===== config.mk =====
export PLATFORM = sky130hd
export DESIGN_NAME = sbsp_port
export DESIGN_NICKNAME = d
export VERILOG_FILES = /design/src/common/sbsp_pkg.sv /design/src/logic/sbsp_port.sv
export SDC_FILE = /design/constraint.sdc
export NUM_CORES = 1
export LEC_CHECK = 0
export BUFFER_PORTS_ARGS = -buffer_cell sky130_fd_sc_hd__buf_2
export CAP_MARGIN = 20
export CORE_AREA = 2 2 116 118
export DETAILED_ROUTE_END_ITERATION = 10
export DIE_AREA = 0 0 118 120
export PLACE_DENSITY = 0.8
export SYNTH_ARGS = -nofsm -noshare
export SYNTH_HDL_FRONTEND = slang
export SYNTH_SLANG_ARGS = --single-unit

===== constraint.sdc =====
create_clock -name i_clock -period 2.67 [get_ports i_clock]
set_input_delay 0.267 -clock i_clock [delete_from_list [all_inputs] [get_ports i_clock]]
set_output_delay 0.267 -clock i_clock [all_outputs]
set_load 0.05 [all_outputs]

===== src/common/sbsp_pkg.sv =====
/*
  Constants for the system bus slave port: region decode, time-out,
  reset sequencer length. Assumes one 25 MHz clock domain.
*/
package sbsp_pkg;

  // ----------------------------------------------------------------
  // Clock and timing
  // ----------------------------------------------------------------
  localparam int CLOCK_MHZ = 25;
  // Access time-out in microseconds
  localparam int TIMEOUT_US = 8;
  localparam int TIMEOUT_CYCLES = TIMEOUT_US * CLOCK_MHZ;
  // Reset procedure length in microseconds
  localparam int RESET_US = 4;
  localparam int RESET_CYCLES = RESET_US * CLOCK_MHZ;
  // Acknowledge latency after the strobe is seen; not used by the port, which acknowledges two cycles after start
  localparam int ACK_DELAY_CYCLES = 1;

  // ----------------------------------------------------------------
  // Address regions, word address A20..A1 upper bits
  // ----------------------------------------------------------------
  localparam logic [3:0] ROM_REGION = 4'h8;
  localparam logic [3:0] IO_REGION = 4'hf;
  localparam logic [15:0] DATA_RESET = 16'h0000;

endpackage


===== src/logic/sbsp_port.sv =====
/*
  System bus slave port: strobe qualification, read data drive,
  transfer acknowledge, bus error time-out, ROM and I/O selects,
  reset and halt outputs, interrupt output.
  Assumes bus pins are asynchronous and pass a two-stage synchroniser;
  internal register side is on the same clock.
*/
//
// Behaviour
// - Drive data bus only on reads
// - Upper strobe selects data bits 15..8
// - Lower strobe selects data bits 7..0
// - Direction low writes, high reads
// - Transfers only while chip select asserted
// - Open-drain acknowledge when cycle may proceed
// - Reset output asserted during reset procedure
// - Halt output asserted during reset procedure
// - Bus error when strobe outlives time-out without acknowledge
// - ROM select in ROM region under strobe
// - I/O select in I/O region under strobe
// - Open-drain interrupt output
`timescale 1ns/100ps

module sbsp_port
  import sbsp_pkg::*;
#(
  parameter int TIMEOUT = TIMEOUT_CYCLES,
  parameter int RESET_LEN = RESET_CYCLES
)
(
  // Clock and reset
  input wire logic i_clock,
  input wire logic i_nrst,
  // System bus pins
  input wire logic [20:1] i_addr,
  input wire logic [15:0] i_data,
  output logic [15:0] o_data,
  output logic o_data_oe,
  input wire logic i_upper_byte_strobe_n,
  input wire logic i_lower_byte_strobe_n,
  input wire logic i_read_not_write,
  input wire logic i_device_select_n,
  output logic o_transfer_ack_n,
  output logic o_transfer_ack_oe,
  output logic o_reset_out_n,
  output logic o_reset_out_oe,
  output logic o_halt_out_n,
  output logic o_halt_out_oe,
  output logic o_bus_error_n,
  output logic o_bus_error_oe,
  output logic o_rom_select_n,
  output logic o_io_select_n,
  output logic o_irq_out_n,
  output logic o_irq_out_oe,
  // Internal resource side
  input wire logic i_irq,
  input wire logic [15:0] i_rd_data,
  output logic o_access,
  output logic o_write,
  output logic [1:0] o_lanes,
  output logic [20:1] o_addr,
  output logic [15:0] o_wr_data
);

  // ----------------------------------------------------------------
  // State
  // ----------------------------------------------------------------
  typedef enum logic [1:0] {S_IDLE, S_WAIT, S_ACK, S_ERR} sbsp_state_e;

  typedef struct packed {
    logic [1:0] uds_s1;
    logic [1:0] lds_s1;
    logic [1:0] rw_s1;
    logic [1:0] cs_s1;
    logic [20:1] addr_m;
    logic [20:1] addr_s;
    logic [15:0] data_m;
    logic [15:0] data_s;
    sbsp_state_e st;
    logic [15:0] tmo;
    logic [15:0] rst_cnt;
    logic in_reset;
    logic [15:0] rdata;
    logic [15:0] wdata;
    logic [20:1] addr;
    logic drive;
    logic ack;
    logic berr;
    logic rom;
    logic io;
    logic access;
    logic write;
    logic [1:0] lanes;
  } sbsp_state_s;

  sbsp_state_s s_q;
  sbsp_state_s s_d;

  logic strobe;
  logic sel;
  logic rd;

  // Second synchroniser stage only
  assign strobe = !s_q.uds_s1[1] || !s_q.lds_s1[1];
  assign sel = !s_q.cs_s1[1];
  assign rd = s_q.rw_s1[1];

  always_comb
  begin
    s_d = s_q;
    s_d.uds_s1 = {s_q.uds_s1[0], i_upper_byte_strobe_n};
    s_d.lds_s1 = {s_q.lds_s1[0], i_lower_byte_strobe_n};
    s_d.rw_s1 = {s_q.rw_s1[0], i_read_not_write};
    s_d.cs_s1 = {s_q.cs_s1[0], i_device_select_n};
    // Address and data pins, two stages as well
    s_d.addr_m = i_addr;
    s_d.addr_s = s_q.addr_m;
    s_d.data_m = i_data;
    s_d.data_s = s_q.data_m;
    s_d.access = 1'b0;
    // Reset sequencer
    if (s_q.in_reset)
    begin
      if (s_q.rst_cnt >= 16'(RESET_LEN - 1))
        s_d.in_reset = 1'b0;
      else
        s_d.rst_cnt = s_q.rst_cnt + 16'h0001;
    end
    // Region selects follow strobes; address held by master
    s_d.rom = strobe && !s_q.in_reset &&
              s_q.addr_s[20:17] == ROM_REGION;
    s_d.io = strobe && !s_q.in_reset &&
             s_q.addr_s[20:17] == IO_REGION;
    // Time-out counter
    if (!strobe)
      s_d.tmo = 16'h0000;
    else if (s_q.tmo != 16'hffff)
      s_d.tmo = s_q.tmo + 16'h0001;
    case (s_q.st)
      S_IDLE:
      begin
        if (strobe && sel && !s_q.in_reset)
        begin
          s_d.st = S_WAIT;
          s_d.addr = s_q.addr_s;
          s_d.lanes = {!s_q.uds_s1[1], !s_q.lds_s1[1]};
          s_d.write = !rd;
          s_d.wdata = s_q.data_s;
          s_d.access = 1'b1;
        end
        else if (strobe && s_q.tmo >= 16'(TIMEOUT - 1))
        begin
          s_d.st = S_ERR;
          s_d.berr = 1'b1;
        end
      end
      S_WAIT:
      begin
        s_d.rdata = i_rd_data;
        s_d.drive = !s_q.write;
        s_d.ack = 1'b1;
        s_d.st = S_ACK;
      end
      S_ACK:
      begin
        if (!strobe)
        begin
          s_d.ack = 1'b0;
          s_d.drive = 1'b0;
          s_d.st = S_IDLE;
        end
      end
      S_ERR:
      begin
        if (!strobe)
        begin
          s_d.berr = 1'b0;
          s_d.st = S_IDLE;
        end
      end
      default:
        s_d.st = S_IDLE;
    endcase
  end

  always_ff @(posedge i_clock or negedge i_nrst)
  begin
    if (!i_nrst)
    begin
      s_q <= '0;
      s_q.uds_s1 <= 2'h3;
      s_q.lds_s1 <= 2'h3;
      s_q.rw_s1 <= 2'h3;
      s_q.cs_s1 <= 2'h3;
      s_q.st <= S_IDLE;
      s_q.in_reset <= 1'b1;
      s_q.rdata <= DATA_RESET;
    end
    else
      s_q <= s_d;
  end

  // ----------------------------------------------------------------
  // Pin drive
  // ----------------------------------------------------------------
  assign o_data = s_q.rdata;
  assign o_data_oe = s_q.drive;
  assign o_transfer_ack_n = 1'b0;
  assign o_transfer_ack_oe = s_q.ack;
  assign o_reset_out_n = 1'b0;
  assign o_reset_out_oe = s_q.in_reset;
  assign o_halt_out_n = 1'b0;
  assign o_halt_out_oe = s_q.in_reset;
  assign o_bus_error_n = 1'b0;
  assign o_bus_error_oe = s_q.berr;
  assign o_rom_select_n = !s_q.rom;
  assign o_io_select_n = !s_q.io;
  assign o_irq_out_n = 1'b0;
  assign o_irq_out_oe = i_irq;
  assign o_access = s_q.access;
  assign o_write = s_q.write;
  assign o_lanes = s_q.lanes;
  assign o_addr = s_q.addr;
  assign o_wr_data = s_q.wdata;
endmodule


# After elaboration in Yosys (flattened, before gate mapping)
# Cells that the tools add are included.
[totals] reg_bits=176 input_bits=59 output_inout_bits=69 wordCells=80
[classes] addsub=2 order_cmp=2 eq_ne=13 muxes=15 bitwise=1 reduce_logical=24
[op_table] cell="adder 16 x 1 -> 16 bit, second input constant" n=2
[op_table] cell="2-to-1 mux 16 bit" n=2
[op_table] cell=">= comparator 16 x 7 -> 1 bit, second input constant" n=1
[op_table] cell=">= comparator 16 x 8 -> 1 bit, second input constant" n=1
[op_table] cell="inequality test 16 bit, second input constant" n=1
[op_table] cell="inequality test 2 bit, second input constant" n=5
[op_table] cell="== test 4 bit, second input constant" n=2
[op_table] cell="logical NOT 1 bit" n=8
[op_table] cell="2-to-1 mux 4 bit" n=2
[op_table] cell="AND reduction 2 bit" n=4
[op_table] cell="logical AND 1 bit" n=6
[op_table] cell="2-to-1 mux 2 bit" n=3
[op_table] cell="case mux 2 bit (3 select lines)" n=1
[op_table] cell="2-to-1 mux 1 bit" n=5
[op_table] cell="== test 2 bit, second input constant" n=2
[op_table] cell="case mux 2 bit (2 select lines)" n=1
[op_table] cell="AND reduction 4 bit" n=1
[op_table] cell="nonzero test 2 bit" n=2
[op_table] cell="inequality test 3 bit, second input constant" n=1
[op_table] cell="== test 2 x 1 -> 1 bit, second input constant" n=1
[op_table] cell="logical NOT 2 bit" n=1
[op_table] cell="inequality test 2 x 1 -> 1 bit, second input constant" n=1
[op_table] cell="case mux 1 bit (2 select lines)" n=1
[op_table] cell="OR reduction 2 bit" n=1
[op_table] cell="2 further kinds" n=2

# Logic depth before layout (Yosys ltp)
[depth] depth_word=6 depth_mapped=6 ltp_nobuf=5

# Worst setup path before layout
# No wires, ideal clock.
[synth_timing] path_type="reg2reg" from="register s_q[62] (netlist name)" to="register s_q[63] (netlist name)" setup_ps=125 arrival_ps=1898 t_required_ps=2545 path_slack_ps=647 stages_incl_launch_ff=5 path_buffers=0 period_less_slack_ps=2023 cell_sequence="dfrtp_1 > ha_1 > or4_4 > a2111oi_4 > mux2_2"
[synth_via] elab_chain_len=3 word_cells_on_any_way=4 cone_classes="add/sub: 1; order compare: 1; bitwise: 1; reduce/logical: 1"
[synth_rtl] item="start: declaration" line_no="sbsp_port.sv:96" source="sbsp_state_s s_q;"
[synth_rtl] item=">= comparator 16 x 7 -> 1 bit" line_no="sbsp_port.sv:124" source="if (s_q.rst_cnt >= 16'(RESET_LEN - 1))"
[synth_rtl] item="inverter 1 bit (no line)"
[synth_rtl] item="AND reduction 2 bit (no line)"
# Several ways; a longest one is shown, not always the timed one.
# A chain may end at the register's enable or synchronous reset.

# Final worst setup path
# Ends and elaborated chain as after synthesis.

==> flow_metrics.tcl <==
set metrics [dict create \
    layout_min_cycle_time_ps 2140 \
    totalNegativeSetupSlack_ps 0 \
    result_of_the_run "finished, final reports clean" \
    netlist_area_um2 6370 \
    highest_attainable_clock_frequency_mhz 468 \
    place_worst_setup_slack_ps 539 \
    cts.repair.resized 0 \
    power_frac_comb 0.344 \
    antenna-diode-count 0 \
    timing.reg2reg.worst_path_depth 4 \
    clkPwrFrac 0.251 \
    ys_ff_latch 176 \
    drc 0 \
    critical-path-slowest-cell "sky130_fd_sc_hd__a2111oi_4" \
    drive_gt1_frac 0.377 \
    finalHoldWorstSlack_ps 80.6 \
    setup.worst_path.start "s_q[62]$_DFFE_PN0P_" \
    top_layer "met4" \
    nFillCells 1027 \
    multi_input_area_um2 1410 \
    timing.max_cap.violations 0 \
    cp.arrival_ps 2440 \
    finalHoldViolations 0 \
    dr.first_iter.drc_count 277 \
    place_hpwl_um 7030 \
    tightestPinTransition_ps 680 \
    dieWidth_um 118 \
    cp_data_required_time_ps 2980 \
    wirelength_met1_um 4500 \
    power_per_cell_area_nw_per_um2 1130 \
    regArea_um2 4420 \
    endpoint "s_q[63]$_DFFE_PN0P_" \
    report.final.setup_viol 0 \
    post_cts_repair_timing_setup_buffer_count 0 \
    finalWorstSetupSlack_ps 532 \
    postLayoutCoreUtil 0.590 \
    clock_skew_ps 10.3 \
    proportion_of_synthesized_chip_area_in_sequential_cells 0.693 \
    p_sw_frac 0.390 \
    hold_buffers_post_cts 41 \
    final_max_slew_viol_count 0 \
    cts_htree_levels 4 \
    drt.antenna.violating_nets 0 \
    routed-wl-met3_um 410 \
    type_of_destination_of_the_critical_path "register" \
    count_of_clock_tree_sinks 176 \
    clk_latency_ps 420 \
    number_of_global_route_vias_before_repair 3779 \
    setup.reg_to_reg.worst_slack_ps 530 \
    io_pins 128 \
    num-nets-final 618 \
    hp-class "in -> reg" \
    synth_cell_types 39 \
    buffer_ports.inserted 120 \
    power_switching_mw 3.38 \
    drt_pass1_iterations 4 \
    clk_transition_reported_paths_ps 60 \
    timing.critical_path.fanout_max 7 \
    worst-setup-path-type "reg -> reg" \
    routed-via-count 3644 \
    row_count 42 \
    initial_core_util 0.491 \
    avg_vias_per_cell 4.88 \
    floorplan.die_area_um2 14200 \
    fp.dieH_um 120 \
    power_frac_seq 0.405 \
    critical_path.max_stage_delay_ps 550 \
    grt_antenna_before_repair 0 \
    slew_headroom 0.547 \
    timing.rr.start "s_q[62]$_DFFE_PN0P_" \
    max-vdd-ir-drop_mv 0.425 \
    pin_count_of_the_biggest_net_entering_global_routing 77 \
    rr_endpoint "s_q[63]$_DFFE_PN0P_" \
    synthCells 450 \
    grt_setup_unrepaired "no" \
    first_pass_grt_wire_length_um 18300 \
    cts_tree "yes" \
    overflow 0 \
    globalRouteTotalUtil 0.165 \
    wl_met2_um 5710 \
    cp-start-kind "register" \
    cts.path.max_buffers 2 \
    placer_s_final_routability_congestion_estimate 0.919 \
    route.final.wire_length_um 10800 \
    wire_per_inst_um 14.5 \
    core_area_um2 13000 \
    cts_made_buffers 17 \
    p_leak_nw 3.57 \
    p_int_mw 5.28 \
    area_growth_syn_to_layout_pct 20.3 \
    postSynthAreaPerCell_um2 14.2 \
    timing.critical_path.cells "ha_1, or4_4, a2111oi_4, mux2_2" \
    clockRootBuffer "sky130_fd_sc_hd__clkbuf_16" \
    fin_crit_sh 0.801 \
    yosysWarnings 0 \
]
[per-layer routing]
metal	vias to the layer above	track usage
met1	1844	0.200
met5	-	0
li1	1683	-
met2	96	0.276
met4	0	0.0783
met3	21	0.0452
[through the flow]
step | std cells | area (µm²) | power [mW]
2_1_floorplan | 454 | 6380 | 6.40
3_3_place_gp | 673 | 6740 | 6.41
3_5_place_dp | 673 | 6740 | 6.51
4_1_cts | 746 | 7660 | 8.76
5_1_grt | 746 | 7660 | 9.07
6_report | 746 | 7660 | 8.67
[flip-flops by register name, indices dropped and copies added (netlist names)]
| name | flops |
|---|---|
| o_access | 1 |
| o_addr | 20 |
| o_bus_error_oe | 1 |
| o_data | 16 |
| o_data_oe | 1 |
| o_halt_out_oe | 1 |
| o_lanes | 2 |
| o_transfer_ack_oe | 1 |
| o_wr_data | 16 |
| o_write | 1 |
| rd | 1 |
| s_d | 40 |
| s_q | 75 |
[worst min path at each step]
| stage | startpoint | to | slack, ps | cells past startpoint |
|---|---|---|---|---|
| floorplan | i_nrst | o_access$_DFF_PN0_ | -30 | 0 |
| global placement | i_nrst | o_addr[14]$_DFFE_PN0P_ | 320 | 1 |
| detailed placement | i_nrst | o_addr[11]$_DFFE_PN0P_ | 330 | 1 |
| CTS | i_rd_data[11] | o_data[11]$_DFFE_PN0P_ | 60 | 2 |
| global route | i_rd_data[10] | o_data[10]$_DFFE_PN0P_ | 60 | 2 |
| finish | i_rd_data[11] | o_data[11]$_DFFE_PN0P_ | 80 | 2 |
[cells in the mapped netlist (all sizes together)]
cell type / n / area share
o211ai: 1 / 0.0012
nor2b: 1 / 0.00098
conb: 1 / 0.00059
mux2: 53 / 0.094
nor2: 11 / 0.0065
a221oi: 1 / 0.0014
clkbuf: 15 / 0.0088
nor3: 9 / 0.0071
o21ai: 13 / 0.010
dfrtp: 167 / 0.66
xnor2: 5 / 0.0069
nand2b: 1 / 0.00098
nor4: 5 / 0.0049
and4: 2 / 0.0028
nand2: 19 / 0.011
ha: 2 / 0.0039
or3: 5 / 0.0049
a31oi: 3 / 0.0029
o31ai: 4 / 0.0047
buf: 67 / 0.076
xor2: 1 / 0.0014
inv: 5 / 0.0029
nand3: 11 / 0.0086
nand3b: 1 / 0.0012
or4: 7 / 0.0088
and4b: 1 / 0.0016
and2: 2 / 0.0020
a2111oi: 2 / 0.0057
dfstp: 9 / 0.037
a21o: 1 / 0.0012
a21oi: 12 / 0.0094
nand4: 5 / 0.0049
and3: 5 / 0.0049
a211oi: 2 / 0.0024
a41o: 1 / 0.0016
[cell usage in the layout, fill, tap and decap left out, types with 2 or more instances in the layout]
master and instances:
sky130_fd_sc_hd__dfrtp_1 167, sky130_fd_sc_hd__buf_2 119, sky130_fd_sc_hd__mux2_2 53, sky130_fd_sc_hd__dlygate4sd3_1 41, sky130_fd_sc_hd__nand2_1 19, sky130_fd_sc_hd__clkbuf_16 17
sky130_fd_sc_hd__o21ai_0 13, sky130_fd_sc_hd__a21oi_1 12, sky130_fd_sc_hd__nor2_1 11, sky130_fd_sc_hd__nand3_1 10, sky130_fd_sc_hd__nor3_1 9, sky130_fd_sc_hd__dfstp_2 9
sky130_fd_sc_hd__clkbuf_1 7, sky130_fd_sc_hd__or4_1 6, sky130_fd_sc_hd__inv_1 5, sky130_fd_sc_hd__nor4_1 5, sky130_fd_sc_hd__nand4_1 5, sky130_fd_sc_hd__and3_1 5
sky130_fd_sc_hd__or3_1 5, sky130_fd_sc_hd__xnor2_1 5, sky130_fd_sc_hd__conb_1 5, sky130_fd_sc_hd__o31ai_1 4, sky130_fd_sc_hd__a31oi_1 3, sky130_fd_sc_hd__clkinv_2 3
sky130_fd_sc_hd__buf_4 3, sky130_fd_sc_hd__and2_1 2, sky130_fd_sc_hd__and4_1 2, sky130_fd_sc_hd__a211oi_1 2, sky130_fd_sc_hd__ha_1 2, sky130_fd_sc_hd__clkbuf_8 2
sky130_fd_sc_hd__clkinvlp_4 2, sky130_fd_sc_hd__buf_12 2
[critical path: cells and delay by family (launching register included)]
kind | cells | cell delay (ps)
AND/OR/NAND/NOR | 1 | 440
flip-flops | 1 | 410
AO/OA/AOI/OAI | 1 | 550
adder cells (fa/ha/maj) | 1 | 240
multiplexers | 1 | 390
[area by class of cell]
| type | instances | share of cell area |
|---|---|---|
| clock buffer | 26 | 0.0625 |
| clock inverter | 6 | 0.00506 |
| inverter | 5 | 0.00245 |
| multi-input combinational | 191 | 0.184 |
| sequential | 176 | 0.576 |
| tap | 176 | 0.0287 |
| timing repair buffer | 166 | 0.141 |
[power groups by stage]
stage | Clock, mW | Sequential [mW] | Combinational, mW
global placement | 0 | 3.51 | 2.90
CTS | 2.24 | 3.50 | 3.02
global route | 2.37 | 3.57 | 3.13
finish | 2.18 | 3.51 | 2.98
floorplan | 0 | 3.54 | 2.86
detailed placement | 0 | 3.55 | 2.96
[cell families (layout without fill, tap and decap cells)]
kind of cell    after synthesis  after routing  share of synthesized area
simple gates                 85             85                     0.0713
buf+inv                      87            203                     0.0882
fa+ha+maj                     2              2                    0.00393
xor+xnor                      6              6                    0.00825
flops                       176            176                      0.693
compound gates               40             40                     0.0407
other cells                   1              5                   0.000589
mux                          53             53                     0.0937
No activity file was read; power rests on OpenSTA's default activity.
